File: src/rtl/clkout_pkg.sv
// constants shared by the clock output controller and its divider
// assumes a single core clock feeding both modules
package clkout_pkg;

  // ----------------------------------------
  // register map (index; byte address = 4 * index)
  // ----------------------------------------
  localparam logic [11:0] CTRL_IDX = 12'h03C;
  localparam logic [11:0] STAT_IDX = 12'h03E;
  localparam logic [11:0] CTRL_ADDR = {CTRL_IDX[9:0], 2'b00};
  localparam logic [11:0] STAT_ADDR = {STAT_IDX[9:0], 2'b00};

  // ----------------------------------------
  // control register fields
  // ----------------------------------------
  localparam int DIV_LSB = 0;
  localparam int DIV_MSB = 2;
  localparam int EN_BIT = 3;
  localparam int DS_BIT = 4;
  localparam int SR_BIT = 5;
  localparam int HIZ_BIT = 6;
  localparam int STOP_BIT = 7;
  localparam logic [7:0] CTRL_RESET = 8'h88;

  // status register fields
  localparam int ST_ACTIVE_BIT = 0;
  localparam int ST_TRAIL_BIT = 1;

  // ----------------------------------------
  // timing
  // ----------------------------------------
  localparam int TRAIL_CYCLES = 128;
  localparam logic [6:0] TRAIL_LAST = 7'(TRAIL_CYCLES - 1);

  typedef enum logic [2:0] {
    ST_IDLE = 3'b001,
    ST_RUN = 3'b010,
    ST_TRAIL = 3'b100
  } run_state_e;

  // last count of one half period; ratios 1,2,4,8,32,128,512,976
  function automatic logic [8:0] half_last(input logic [2:0] sel);
    case (sel)
      3'h1: half_last = 9'h000;
      3'h2: half_last = 9'h001;
      3'h3: half_last = 9'h003;
      3'h4: half_last = 9'h00F;
      3'h5: half_last = 9'h03F;
      3'h6: half_last = 9'h0FF;
      3'h7: half_last = 9'h1E7;
      default: half_last = 9'h000;
    endcase
  endfunction : half_last

endpackage : clkout_pkg

File: src/rtl/clkout_gen_if.sv
// link between the clock output controller and its divider
// assumes both ends run on the same core clock
`timescale 1ns/1ps
`default_nettype none
interface clkout_gen_if;
  logic [2:0] div_sel;
  logic run;
  logic pin_level;
  logic phase;
  logic active;
  logic boundary;
  logic [2:0] applied_sel;

  modport ctl (output div_sel, output run, input pin_level, input phase,
               input active, input boundary, input applied_sel);
  modport gen (input div_sel, input run, output pin_level, output phase,
               output active, output boundary, output applied_sel);
endinterface : clkout_gen_if
`default_nettype wire

File: src/rtl/clock_output_divider_ctrl.sv
// clock output pin controller with its APB control register
// assumes an APB master on clk_in; the pad cell sits outside
//
// Chosen here: the APB interface to the registers.
`timescale 1ns/1ps
`default_nettype none
module clock_output_divider_ctrl (
  input wire logic clk_in,
  input wire logic reset_n_in,
  input wire logic ce_in,
  input wire logic psel_in,
  input wire logic penable_in,
  input wire logic pwrite_in,
  input wire logic [11:0] paddr_in,
  input wire logic [31:0] pwdata_in,
  output logic [31:0] prdata_out,
  output logic pready_out,
  output logic pslverr_out,
  output logic pad_data_out,
  output logic pad_oe_n_out,
  output logic pad_ibe_out,
  output logic edge_rate_limit_out,
  output logic pad_drive_boost_out
);

  // ----------------------------------------
  // state
  // ----------------------------------------
  typedef struct packed {
    logic [7:0] ctrl;
    clkout_pkg::run_state_e run_state;
    logic [6:0] trail_cnt;
    logic [31:0] rdata;
    logic err;
  } ctl_s;

  ctl_s state_reg;
  ctl_s state_next;
  logic [1:0] rst_sync_reg;
  logic rst_n;
  logic setup;
  logic access;
  logic wr_ctrl;
  logic en_bit;
  logic stop_now;
  logic hit_ctrl;
  logic hit_stat;
  logic [7:0] status;

  clkout_gen_if gen_bus ();

  // ----------------------------------------
  // reset release
  // ----------------------------------------
  // async assert, release synchronised so no flop leaves reset mid-edge
  always_ff @(posedge clk_in or negedge reset_n_in) begin
    if (!reset_n_in) begin
      rst_sync_reg <= 2'b00;
    end else begin
      rst_sync_reg <= {rst_sync_reg[0], 1'b1};
    end
  end

  assign rst_n = rst_sync_reg[1];

  // ----------------------------------------
  // bus decode
  // ----------------------------------------
  assign setup = psel_in && !penable_in;
  assign access = psel_in && penable_in;
  assign hit_ctrl = paddr_in == clkout_pkg::CTRL_ADDR;
  assign hit_stat = paddr_in == clkout_pkg::STAT_ADDR;
  assign wr_ctrl = access && pwrite_in && hit_ctrl;
  assign en_bit = state_reg.ctrl[clkout_pkg::EN_BIT];
  assign stop_now = state_reg.ctrl[clkout_pkg::STOP_BIT];

  always_comb begin
    status = 8'h00;
    status[clkout_pkg::ST_ACTIVE_BIT] = gen_bus.active;
    status[clkout_pkg::ST_TRAIL_BIT] = state_reg.run_state == clkout_pkg::ST_TRAIL;
  end

  // ----------------------------------------
  // next state
  // ----------------------------------------
  always_comb begin
    state_next = state_reg;
    // read data and error prepared in setup so the access needs no wait
    if (setup) begin
      state_next.err = !(hit_ctrl || hit_stat) || (pwrite_in && hit_stat);
      if (hit_ctrl) begin
        state_next.rdata = {24'h000000, state_reg.ctrl};
      end else if (hit_stat) begin
        state_next.rdata = {24'h000000, status};
      end else begin
        state_next.rdata = 32'h00000000;
      end
    end
    if (wr_ctrl) begin
      state_next.ctrl = pwdata_in[7:0];
    end
    case (state_reg.run_state)
      clkout_pkg::ST_IDLE: begin
        if (en_bit) begin
          state_next.run_state = clkout_pkg::ST_RUN;
        end
      end
      clkout_pkg::ST_RUN: begin
        if (!en_bit) begin
          state_next.trail_cnt = 7'h00;
          if (stop_now) begin
            state_next.run_state = clkout_pkg::ST_IDLE;
          end else begin
            state_next.run_state = clkout_pkg::ST_TRAIL;
          end
        end
      end
      clkout_pkg::ST_TRAIL: begin
        state_next.trail_cnt = state_reg.trail_cnt + 7'h01;
        if (en_bit) begin
          state_next.run_state = clkout_pkg::ST_RUN;
        end else if (state_reg.trail_cnt == clkout_pkg::TRAIL_LAST) begin
          state_next.run_state = clkout_pkg::ST_IDLE;
        end
      end
      default: begin
        state_next.run_state = clkout_pkg::ST_IDLE;
      end
    endcase
  end

  always_ff @(posedge clk_in or negedge rst_n) begin
    if (!rst_n) begin
      state_reg.ctrl <= clkout_pkg::CTRL_RESET;
      state_reg.run_state <= clkout_pkg::ST_IDLE;
      state_reg.trail_cnt <= 7'h00;
      state_reg.rdata <= 32'h00000000;
      state_reg.err <= 1'b0;
    end else if (ce_in) begin
      state_reg <= state_next;
    end
  end

  // ----------------------------------------
  // divider
  // ----------------------------------------
  // the request is level; the divider itself waits for a period end
  assign gen_bus.div_sel = state_reg.ctrl[clkout_pkg::DIV_MSB:clkout_pkg::DIV_LSB];
  assign gen_bus.run = state_reg.run_state != clkout_pkg::ST_IDLE;

  clkout_divider u_divider (
    .clk_in(clk_in),
    .rst_n_in(rst_n),
    .ce_in(ce_in),
    .gen(gen_bus.gen)
  );

  // ----------------------------------------
  // outputs
  // ----------------------------------------
  // pin low whenever the divider is stopped
  assign pad_data_out = gen_bus.pin_level;
  assign pad_oe_n_out = state_reg.ctrl[clkout_pkg::HIZ_BIT];
  assign pad_ibe_out = 1'b0;
  assign edge_rate_limit_out = state_reg.ctrl[clkout_pkg::SR_BIT];
  // drive boost is left to software even above 8 MHz
  assign pad_drive_boost_out = state_reg.ctrl[clkout_pkg::DS_BIT];
  assign prdata_out = state_reg.rdata;
  assign pready_out = 1'b1;
  assign pslverr_out = access && state_reg.err;
endmodule : clock_output_divider_ctrl
`default_nettype wire

File: src/rtl/clkout_divider.sv
// clock divider producing the pad level; settings taken at period ends only
// assumes a synchronised active-low reset and a core clock enable
`timescale 1ns/1ps
`default_nettype none
module clkout_divider (
  input wire logic clk_in,
  input wire logic rst_n_in,
  input wire logic ce_in,
  clkout_gen_if.gen gen
);

  typedef struct packed {
    logic [8:0] cnt;
    logic phase;
    logic [2:0] sel;
    logic active;
  } div_s;

  div_s state_reg;
  div_s state_next;
  logic gate_neg_reg;
  logic half_end;

  // ----------------------------------------
  // half-period counter
  // ----------------------------------------
  always_comb begin
    state_next = state_reg;
    half_end = state_reg.cnt == clkout_pkg::half_last(state_reg.sel);
    gen.boundary = !state_reg.active || state_reg.sel == 3'h0 || (!state_reg.phase && half_end);
    if (gen.boundary) begin
      // new settings only where a period ends, so no runt pulse
      state_next.sel = gen.div_sel;
      state_next.active = gen.run;
      state_next.phase = gen.run && gen.div_sel != 3'h0;
      state_next.cnt = 9'h000;
    end else if (half_end) begin
      state_next.phase = 1'b0;
      state_next.cnt = 9'h000;
    end else begin
      state_next.cnt = state_reg.cnt + 9'h001;
    end
  end

  always_ff @(posedge clk_in or negedge rst_n_in) begin
    if (!rst_n_in) begin
      state_reg <= '0;
    end else if (ce_in) begin
      state_reg <= state_next;
    end
  end

  // full-rate gate changes while the clock is low, the only glitch-free moment
  always_ff @(negedge clk_in or negedge rst_n_in) begin
    if (!rst_n_in) begin
      gate_neg_reg <= 1'b0;
    end else if (ce_in) begin
      gate_neg_reg <= state_reg.active && state_reg.sel == 3'h0;
    end
  end

  // ratio 1 passes the core clock, others come from the phase flop
  assign gen.pin_level = (state_reg.sel == 3'h0) ? (clk_in & gate_neg_reg) : state_reg.phase;
  assign gen.phase = state_reg.phase;
  assign gen.active = state_reg.active;
  assign gen.applied_sel = state_reg.sel;
endmodule : clkout_divider
`default_nettype wire

File: config.mk
export PLATFORM = sky130hd
export DESIGN_NAME = clock_output_divider_ctrl
export DESIGN_NICKNAME = d
export VERILOG_FILES = /design/src/rtl/clkout_pkg.sv /design/src/rtl/clkout_gen_if.sv /design/src/rtl/clock_output_divider_ctrl.sv /design/src/rtl/clkout_divider.sv
export SDC_FILE = /design/constraint.sdc
export NUM_CORES = 1
export LEC_CHECK = 0
export BUFFER_PORTS_ARGS = -buffer_cell sky130_fd_sc_hd__buf_4
export CORE_ASPECT_RATIO = 2
export CORE_MARGIN = 10
export CORE_UTILIZATION = 54
export DETAILED_ROUTE_END_ITERATION = 6
export GPL_ROUTABILITY_DRIVEN = 0
export PLACE_DENSITY = 0.85
export SLEW_MARGIN = 5
export SYNTH_ARGS = -nofsm -noshare
export SYNTH_HDL_FRONTEND = slang
export SYNTH_SLANG_ARGS = --single-unit
File: constraint.sdc
create_clock -name clk_in -period 2.05 [get_ports clk_in]
set_input_delay 0.205 -clock clk_in [delete_from_list [all_inputs] [get_ports clk_in]]
set_output_delay 0.205 -clock clk_in [all_outputs]
set_load 0.01 [all_outputs]
# [Word-level counts from Yosys, hierarchy flattened]
# Cells that the tools add are included.
[totals] register_bits=68 in_bits=50 output_inout_bits=39 wordCells=72
[classes] add_sub_neg=2 eq_ne=17 n_mux=14 n_bitwise=1 reduce_logical=27
[ops] operator="one-hot mux 9 bit (6 select lines)" n=1
[ops] operator="equality test 12 x 8 -> 1 bit (second input constant)" n=2
[ops] operator="2-to-1 mux 10 bit" n=2
[ops] operator="equality test 3 bit (second input constant)" n=5
[ops] operator="one-hot mux 7 bit (2 select lines)" n=1
[ops] operator="2-to-1 mux 3 bit" n=4
[ops] operator="adder 9 x 1 -> 9 bit (second input constant)" n=1
[ops] operator="equality test 3 x 2 -> 1 bit (second input constant)" n=3
[ops] operator="equality test 9 bit" n=1
[ops] operator="logical AND 1 bit" n=9
[ops] operator="2-to-1 mux 9 bit" n=1
[ops] operator="one-hot mux 3 bit (3 select lines)" n=1
[ops] operator="2-to-1 mux 8 bit" n=1
[ops] operator="AND reduction 2 bit" n=4
[ops] operator="adder 7 x 1 -> 7 bit (second input constant)" n=1
[ops] operator="equality test 7 bit (second input constant)" n=1
[ops] operator="zero test 1 bit" n=4
[ops] operator="logical OR 1 bit" n=4
[ops] operator="inequality test 2 bit (second input constant)" n=2
[ops] operator="AND reduction 4 bit" n=1
[ops] operator="nonzero test 2 bit" n=2
[ops] operator="equality test 3 x 1 -> 1 bit (second input constant)" n=1
[ops] operator="zero test 3 bit" n=1
[ops] operator="inequality test 3 x 1 -> 1 bit (second input constant)" n=1
[ops] operator="other kinds (6)" n=7

# [Longest topological paths before layout]
# Gate-level depths: netlist (run 1).
[depth] depth_word=7 ltp_mapped=7 ltp_nobuf=6

# [Cells and area by module]
# Synthesis (run 1) repeated with hierarchy kept, for this count alone.
[unflattened] hier_cells=277 hier_area_um2=2652.5
[by_module_without_submodules] module="clock_output_divider_ctrl" n_inst=1 cells_each=171 area_each_um2=1659.1
[by_module_without_submodules] module="clkout_divider" n_inst=1 cells_each=106 area_each_um2=993.5

==> summary.txt, run 1 <==
Worst Setup End Kind: output pin
CP max stage delay: 0.41 ns
Fin Clk Skew: 0.0183 ns
TritonCTS clock tree: yes
Final Cell Area: 3180 um^2
Final Hold Vio Count: 0
# fillers: 381
post-synthesis cell count: 286
Detail Route Antenna Nets: 0
worst setup margin: -0.334 ns
synthesized cell area: 2700 um^2
core area: 4860 um^2
Congestion Overflow GR: 0
Worst Path Max Fanout: 2
post-DP HPWL: 4920 um
register area share after synthesis: 0.410
Reg clk slew, reported paths: 0.08 ns
Buffers on Ports: 38
Setup-failing EPs final: 2
# diodes: 0
global-route wire length before repair: 10,900 um
max reg flops: 12
IO Pins: 89
CP arrival: 2.18 ns
RSZ-0062 raised after global routing: yes
Post-synth EDFFs: 0
slowest CP cell: dfrtn_1
Power Dens Cells: 759 nW/um^2
relative slew slack: 0.657
die width: 70.0 um
Inst Count DP: 376
Clk Latency, worst-skew pair: 0.42 ns
Core Util, Final: 0.653
initial antenna violation count: 0
Synth top area share: 0.371
DRT iter0 DRCs: 82
Layout Cells excl Fill: 391
failing checks: negative setup slack
share of layout cells above drive strength 1: 0.284
First-pass DRT Iterations: 4
HP Start: pwdata_in[6]
Synth warnings: 0
Nets: 385
Synth Flop Type: dfrtp_1
area grow syn2layout: 17.8%
die area: 8390 um^2
Yosys reg bits: 44
vias in the first global route: 2,382
VDD IR max: 0.583 mV
count leader, synth: dfrtp_1
Setup TNS: -0.334 ns
max cap viols: 0
Post-synth top cells: dfrtp_1 (40), buf_4 (34), nand2_1 (26)
WL final: 6660 um
reg2reg path depth: 6
asr flop ratio synth: 1.00
Chip Height: 120 um
max-slew violation count: 0
Lkg Pwr: 1.46 nW
largest area contributor in the netlist: dfrtp_1
average wire per standard cell: 17.0 um
Placed Area: 2980 um^2
worst reg-to-reg setup slack: 0.03 ns
critical path data required time: 1.85 ns
worst r2r dst: u_divider.gen.applied_sel[1]
initial core utilization: 0.554
DRC viols: 0
Cells on Worst Hold Path: 2
Avg Inst Size Synth: 9.42 um^2
measured slew at the worst slew-check pin: 0.515 ns
Min-Delay Path Class: in2reg
launching point of the worst reg2reg path: u_divider.state_reg[10]
Pwr Total: 2.41 mW
Synth area leaders: dfrtp_1 (37%), buf_4 (9.5%), mux2_2 (3.8%)
vias per inst: 5.73
routed vias: 2,240
Critical Path, Cell by Cell: nand2_1 > o21ai_2 > buf_6
status: finished with violations
Hold Crit Endpoint: pad_oe_n_out
crit start category: flop
Total GRT Usage: 0.159
WS Path Type: reg2out
row cnt: 36
synth unique cells: 55
largest net degree at the start of global routing: 42
## cell type report
class	instances	area (um^2)	share of cell area
flip-flops and latches	44	1110	0.349
inverters	7	26.3	0.00827
multi-input cells	210	1330	0.420
clock inverters	2	35.0	0.0110
repair buffers	61	477	0.150
clock buffers	10	125	0.0394
well taps	57	71.3	0.0225
## cells by family (layout without fill, tap and decap cells)
group,after synthesis,after routing,share of synthesized area
xor+xnor,10,10,0.0325
compound gates,57,57,0.156
mux,13,13,0.0525
simple gates,100,100,0.198
flops,44,44,0.410
buf+inv,57,80,0.136
fa+ha+maj,3,3,0.0130
other cells,2,27,0.00279
## worst max-delay path by stage
stage                                  end                          from
floorplan           u_divider.gate_neg_reg  u_divider.gen.applied_sel[1]
global placement    u_divider.gate_neg_reg  u_divider.gen.applied_sel[0]
detailed placement  u_divider.gate_neg_reg  u_divider.gen.applied_sel[0]
CTS                           pad_data_out        u_divider.gate_neg_reg
global route                  pad_data_out        u_divider.gate_neg_reg
finish                        pad_data_out        u_divider.gate_neg_reg
## critical path, delay by kind of cell (launching register included)
family / cells / cell delay (ns)
flops: 1 / 0.41
compound gates: 1 / 0.15
simple gates: 1 / 0.06
buf+inv: 1 / 0.12
## metal layers
layer,part of all wire,vias to the layer above,track usage
met5,0,-,0
li1,-,1063,-
met2,0.58,74,0.305
met1,0.32,1080,0.130
met4,0.041,0,0.0993
met3,0.059,23,0.0553
## report_power, final
part / switching [mW] / internal, mW / total (mW)
Combinational: 0.303 / 0.231 / 0.534
Sequential: 0.116 / 0.943 / 1.06
Clock: 0.328 / 0.490 / 0.819
Total: 0.747 / 1.66 / 2.41
## stage by stage
step / worst slack, ns / hold WS [ns]
floorplan: -0.0141 / -0.0906
global placement: -0.000389 / -0.0110
detailed placement: -0.0193 / -0.0110
CTS: -0.333 / 0.0265
global route: -0.397 / 0.0241
finish: -0.334 / 0.0322
## placed cells by master, fill, tap and decap left out, drive strengths merged, types with 7 or more instances in the layout
cell type / count
a21oi: 10
a22o: 7
buf: 61
clkbuf: 9
conb: 27
dfrtp: 40
inv: 7
mux2: 9
nand2: 26
nand3: 15
nor2: 13
o21ai: 14
## timing repair
action,4_1_cts,5_1_grt
hold buffers,1,0
gates resized for setup,4,3
pin swaps,0,1
setup buffers,1,2
hold endpoints to repair,2,0
setup endpoints to repair,8,11
No activity file was read; power rests on OpenSTA's default activity.
==> run 2, diff against run 1 <==
--- a/config.mk
+++ b/config.mk
@@ -5,6 +5,7 @@
 export SDC_FILE = /design/constraint.sdc
 export NUM_CORES = 1
 export LEC_CHECK = 0
+export ABC_AREA = 1
 export BUFFER_PORTS_ARGS = -buffer_cell sky130_fd_sc_hd__buf_4
 export CORE_ASPECT_RATIO = 2
 export CORE_MARGIN = 10
==> summary.txt, run 2 <==
row cnt: 35 (was 36)
Synth warnings: 0 (unchanged)
die area: 8020 um^2 (was 8390 um^2)
vias per inst: 5.20 (was 5.73)
Power Dens Cells: 959 nW/um^2 (was 759 nW/um^2)
status: finished with violations (unchanged)
measured slew at the worst slew-check pin: 0.528 ns (was 0.515 ns)
Lkg Pwr: 1.52 nW (was 1.46 nW)
Worst Path Max Fanout: 2 (unchanged)
Synth top area share: 0.394 (was 0.371)
WS Path Type: reg2out (unchanged)
Inst Count DP: 405 (was 376)
Yosys reg bits: 44 (unchanged)
Placed Area: 2770 um^2 (was 2980 um^2)
Reg clk slew, reported paths: 0.08 ns (about the same)
vias in the first global route: 2,318 (was 2,382)
average wire per standard cell: 14.4 um (was 17.0 um)
WHS: 0.0474 ns (was 0.0322 ns)
Fin Clk Skew: 0.0208 ns (was 0.0183 ns)
largest net degree at the start of global routing: 42 (unchanged)
share of layout cells above drive strength 1: 0.202 (was 0.284)
buffer and inverter count on the worst path: 1 (unchanged)
post-synthesis cell count: 318 (was 286)
crit start category: flop (unchanged)
top sig layer: met4 (unchanged)
Post-synth top cells: nand2_1 (62), dfrtp_1 (40), nor2_1 (39) (was dfrtp_1 (40), buf_4 (34), nand2_1 (26))
worst setup margin: -0.310 ns (was -0.334 ns)
initial antenna violation count: 0 (unchanged)
synth unique cells: 34 (was 55)
Setup-failing EPs final: 2 (unchanged)
# diodes: 0 (unchanged)
max reg flops: 12 (unchanged)
Critical Path, Cell by Cell: nand3_1 > o21ai_1 > buf_4 (was nand2_1 > o21ai_2 > buf_6)
VDD IR max: 0.663 mV (was 0.583 mV)
commonest non-fill, non-tap cell in the layout: nand2_1 (was buf_4)
WL final: 6000 um (was 6660 um)
global-route wire length before repair: 9900 um (was 10,900 um)
met2 wire len: 3350 um (was 3840 um)
Min-Delay Path Class: in2reg (unchanged)
Worst Setup End Kind: output pin (unchanged)
Total GRT Usage: 0.163 (was 0.159)
largest area contributor in the netlist: dfrtp_1 (unchanged)
asr flop ratio synth: 1.00 (unchanged)
Detail Route Antenna Nets: 0 (unchanged)
most frequent cells in the layout: nand2_1 (62), buf_4 (45), nor2_1 (39), dfrtp_1 (39), inv_1 (36) (was buf_4 (58), dfrtp_1 (37), conb_1 (27))
core area: 4600 um^2 (was 4860 um^2)
DRC viols: 0 (unchanged)
Post-synth EDFFs: 0 (unchanged)
Layout Cells excl Fill: 417 (was 391)
synthesized cell area: 2540 um^2 (was 2700 um^2)
count leader, synth: nand2_1 (was dfrtp_1)
First-pass DRT Iterations: 5 (was 4)
WL met3: 409 um (was 393 um)
initial core utilization: 0.553 (was 0.554)
Final Cell Area: 2950 um^2 (was 3180 um^2)
CP max stage delay: 0.41 ns (about the same)
M1 wire length: 2060 um (was 2150 um)
Chip Height: 117 um (was 120 um)
critical path data required time: 1.85 ns (about the same)
Buffers on Ports: 38 (unchanged)
register area share after synthesis: 0.435 (was 0.410)
slowest CP cell: dfrtn_1 (unchanged)
post-DP HPWL: 4590 um (was 4920 um)
TritonCTS clock tree: yes (unchanged)
Avg Inst Size Synth: 8.00 um^2 (was 9.42 um^2)
Congestion Overflow GR: 0 (unchanged)
area grow syn2layout: 15.9% (was 17.8%)
Synth Flop Type: dfrtp_1 (unchanged)
max-slew violation count: 0 (unchanged)
Synth area leaders: dfrtp_1 (39%), buf_4 (10%), nand2_1 (9.2%) (was dfrtp_1 (37%), buf_4 (9.5%), mux2_2 (3.8%))
RSZ-0062 raised after global routing: yes (unchanged)
IO Pins: 89 (unchanged)
max cap viols: 0 (unchanged)
DRT iter0 DRCs: 98 (was 82)
Final Hold Vio Count: 0 (unchanged)
Nets: 413 (was 385)
Clk Latency, worst-skew pair: 0.42 ns (about the same)
# fillers: 407 (was 381)
routed vias: 2,169 (was 2,240)
relative slew slack: 0.648 (was 0.657)
CP arrival: 2.15 ns (was 2.18 ns)
die width: 68.5 um (was 70.0 um)
Crit path max-delay family: flip-flops (unchanged)
# Post-CTS Setup Buffers: 0 (was 1)
failing checks: negative setup slack (unchanged)
[run 2: cell types whose count changed after synthesis, moves of 5 or more]
cell,previous run,this run
nand2_1,26,62
nand3_1,15,24
and3_1,5,0
nor2_1,13,39
inv_1,7,36
mux2_2,9,0
o31ai_1,3,9
clkbuf_1,10,2
nor2_2,0,5
a22o_1,7,1
nor4_1,6,0
[run 2: stage by stage]
step	power [mW]	util	worst slack, ns	TNS, ns
6_report	2.83	0.641	-0.310	-0.310
5_1_grt	3.02	0.641	-0.350	-0.350
2_1_floorplan	1.74	-	0.145	0
3_5_place_dp	1.95	0.602	0.166	0
4_1_cts	2.84	0.641	-0.327	-0.327
3_3_place_gp	1.92	0.602	0.172	0
[run 2: where the power goes]
part           internal [mW]  switching [mW]
Combinational          0.300           0.547
Clock                  0.569           0.335
Sequential             0.984          0.0915
Total                   1.85           0.974
[run 2: layout make-up]
cell class	count	area, um^2	share of cell area
Timing Repair Buffer	45	340	0.115
Inverter	37	139	0.0471
Sequential cell	44	1110	0.375
Tap cell	55	68.8	0.0234
Clock buffer	11	145	0.0493
Multi-Input combinational cell	224	1120	0.379
Clock inverter	1	30.0	0.0102
[run 2: repair_timing]
action / CTS / global route
hold buffers: 1 / 0
setup endpoints to repair: 2 / 2
pin swaps: 1 / 0
gates resized for setup: 1 / 0
hold endpoints to repair: 2 / 0
[run 2: layer usage]
metal	vias up	GRT usage
met1	1025	0.157
li1	1045	-
met4	0	0.0958
met2	82	0.286
met5	-	0
met3	17	0.0534
[run 2: cells by family after synthesis]
kind of cell               synth area share
buffers and inverters                 0.163
AOI/OAI and AO/OA                    0.0906
other                               0.00295
and+or+nand+nor                       0.265
adders and majority gates           0.00984
DFF                                   0.435
xor gates and xnor gates             0.0344
[run 2: worst paths after layout]
| check | start | end | slack, ns | depth (start not counted) |
|---|---|---|---|---|
| max | u_divider.gate_neg_reg | pad_data_out | -0.31 | 3 |
| min | pwdata_in[1] | gen_bus.div_sel[1] | 0.05 | 3 |
| max reg2reg | u_divider.gen.applied_sel[2] | u_divider.gate_neg_reg | 0.18 | 5 |
| min reg2reg | rst_sync_reg[1] | u_divider.state_reg[6] | 0.36 | 1 |
| max in group asynchronous | rst_sync_reg[1] | u_divider.gate_neg_reg | 0.99 | 0 |
| min in group asynchronous | reset_n_in | rst_sync_reg[1] | 0.12 | 2 |
[run 2: worst reg2reg max path: cells and delay by family (launching register included)]
| kind | cells | cell delay (ns) |
|---|---|---|
| flops | 1 | 0.36 |
| buf+inv | 1 | 0.08 |
| simple gates | 4 | 0.28 |
==> run 3, diff against run 2 <==
--- a/config.mk
+++ b/config.mk
@@ -12,7 +12,7 @@
 export CORE_UTILIZATION = 54
 export DETAILED_ROUTE_END_ITERATION = 6
 export GPL_ROUTABILITY_DRIVEN = 0
-export PLACE_DENSITY = 0.85
+export PLACE_DENSITY = 0.82
 export SLEW_MARGIN = 5
 export SYNTH_ARGS = -nofsm -noshare
 export SYNTH_HDL_FRONTEND = slang
==> constraint.sdc (replaced) <==
create_clock -name clk_in -period 2.05 [get_ports clk_in]
set_input_delay 0.1025 -clock clk_in [delete_from_list [all_inputs] [get_ports clk_in]]
set_output_delay 0.1025 -clock clk_in [all_outputs]
set_load 0.01 [all_outputs]
==> summary.txt, run 3 (same netlist as run 2, synthesis figures left out) <==
status: finished with violations (unchanged)
failing checks: negative setup slack (unchanged)
WL final: 6040 um (was 6000 um)
Pint: 1.71 mW (was 1.85 mW)
initial antenna violation count: 0 (unchanged)
reg2reg path depth: 5 (unchanged)
worst r2r dst: u_divider.gate_neg_reg (unchanged)
worst reg-to-reg setup slack: 0.20 ns (was 0.18 ns)
Layout Cells excl Fill: 426 (was 417)
TritonCTS clock tree: yes (unchanged)
# fillers: 396 (was 407)
crit start category: flop (unchanged)
HP Start: pwrite_in (was pwdata_in[1])
# Post-CTS Setup Buffers: 0 (unchanged)
clock power share: 0.280 (was 0.320)
commonest non-fill, non-tap cell in the layout: nand2_1 (unchanged)
Setup-failing EPs final: 2 (unchanged)
Buffers on Ports: 38 (unchanged)
area grow syn2layout: 18.6% (was 15.9%)
average wire per standard cell: 14.2 um (was 14.4 um)
Reg clk slew, reported paths: 0.08 ns (about the same)
launching point of the worst reg2reg path: u_divider.gen.applied_sel[1] (was u_divider.gen.applied_sel[2])
most frequent cells in the layout: nand2_1 (62), buf_4 (44), nor2_1 (39), dfrtp_1 (39), inv_1 (36) (was nand2_1 (62), buf_4 (45), nor2_1 (39), dfrtp_1 (39), inv_1 (36))
DRT iter0 DRCs: 83 (was 98)
initial core utilization: 0.553 (unchanged)
Clk Latency, worst-skew pair: 0.41 ns (was 0.42 ns)
die area: 8020 um^2 (unchanged)
Worst Path Max Fanout: 2 (unchanged)
Pwr Total: 2.70 mW (was 2.83 mW)
# diodes: 0 (unchanged)
Congestion Overflow GR: 0 (unchanged)
Setup TNS: -0.201 ns (was -0.310 ns)
Total GRT Usage: 0.160 (was 0.163)
IO Pins: 89 (unchanged)
Psw: 0.987 mW (was 0.974 mW)
max cap viols: 0 (unchanged)
Inst Count DP: 404 (was 405)
share of layout cells above drive strength 1: 0.197 (was 0.202)
First-pass DRT Iterations: 4 (was 5)
area of the multi-input gates: 1130 um^2 (was 1120 um^2)
Hold Crit Endpoint: state_reg[0] (was gen_bus.div_sel[1])
Lkg Pwr: 1.54 nW (was 1.52 nW)
vias per inst: 5.11 (was 5.20)
Power Dens Cells: 895 nW/um^2 (was 959 nW/um^2)
Detail Route Antenna Nets: 0 (unchanged)
Chip Height: 117 um (unchanged)
Worst Setup End Kind: output pin (unchanged)
max-slew violation count: 0 (unchanged)
critical path data required time: 1.95 ns (was 1.85 ns)
DRC viols: 0 (unchanged)
Fin Clk Skew: 0.0232 ns (was 0.0208 ns)
post-DP HPWL: 4500 um (was 4590 um)
Min-Delay Path Class: in2reg (unchanged)
RSZ-0062 raised after global routing: yes (unchanged)
core area: 4600 um^2 (unchanged)
row cnt: 35 (unchanged)
global-route wire length before repair: 9860 um (was 9900 um)
vias in the first global route: 2,278 (was 2,318)
FF/Latch Area: 1110 um^2 (unchanged)
Nets: 422 (was 413)
die width: 68.5 um (unchanged)
Flop pwr share: 0.399 (was 0.380)
Final Hold Vio Count: 0 (unchanged)
VDD IR max: 0.665 mV (was 0.663 mV)
largest net degree at the start of global routing: 42 (unchanged)
Core Util, Final: 0.656 (was 0.641)
Cells on Worst Hold Path: 3 (unchanged)
WS Path Type: reg2out (unchanged)
pre-CTS setup slack: 0.188 ns (was 0.166 ns)
switching part of the total power: 0.366 (was 0.344)
routed vias: 2,177 (was 2,169)
measured slew at the worst slew-check pin: 0.522 ns (was 0.528 ns)
worst setup margin: -0.201 ns (was -0.310 ns)
CP arrival: 2.15 ns (about the same)
relative slew slack: 0.652 (was 0.648)
logic gate share of total power: 0.321 (was 0.300)
max reg flops: 12 (unchanged)
==> run 3: worst max-delay path, stage by stage (launching register included) <==
cell and delay [ns]:
dfrtn_1 0.43, nand3_2 0.08, o21ai_2 0.07, buf_4 0.14
==> run 3: worst max path at each step <==
stage / cells past startpoint / endpoint / slack [ns] / start
finish: 3 / pad_data_out / -0.20 / u_divider.gate_neg_reg
global route: 3 / pad_data_out / -0.24 / u_divider.gate_neg_reg
CTS: 3 / pad_data_out / -0.21 / u_divider.gate_neg_reg
detailed placement: 5 / u_divider.gate_neg_reg / 0.19 / u_divider.gen.applied_sel[1]
global placement: 5 / u_divider.gate_neg_reg / 0.21 / u_divider.gen.applied_sel[1]
floorplan: 5 / u_divider.gate_neg_reg / 0.14 / u_divider.gen.applied_sel[1]
==> run 3: final cells by class <==
type,count,share of cell area
clock buffers,11,0.0448
clock inverters,1,0.00249
inverters,37,0.0461
multi-input cells,224,0.373
flip-flops and latches,44,0.367
well taps,55,0.0228
repair buffers,54,0.144
==> run 3: metrics by stage <==
stage / instance area [um^2] / hold slack, ns
2_1_floorplan: 2640 / -0.193
6_report: 3020 / 0.0132
4_1_cts: 3020 / 0.00224
3_3_place_gp: 2760 / -0.113
3_5_place_dp: 2760 / -0.112
5_1_grt: 3020 / 0.0276
==> run 3: repair_timing <==
item                                   in CTS  in global routing
hold buffers                               11                  0
setup endpoints to repair                   2                  2
resized for setup                           3                  0
pin swaps                                   1                  0
endpoints found under the hold margin      12                  0
==> run 3: power groups by stage <==
| stage | logic (mW) | registers, mW | clock network, mW |
|---|---|---|---|
| after floorplan | 0.642 | 1.09 | 0.0102 |
| after global placement | 0.810 | 1.09 | 0.0239 |
| after detailed placement | 0.829 | 1.09 | 0.0239 |
| after CTS | 0.858 | 1.08 | 0.769 |
| after global routing | 0.992 | 1.09 | 0.811 |
| final | 0.865 | 1.08 | 0.756 |
==> run 3: metal layers <==
metal,GRT usage,wire (um)
met1,0.151,2070
met4,0.0891,165
met5,0,0
met3,0.0553,429
met2,0.282,3380
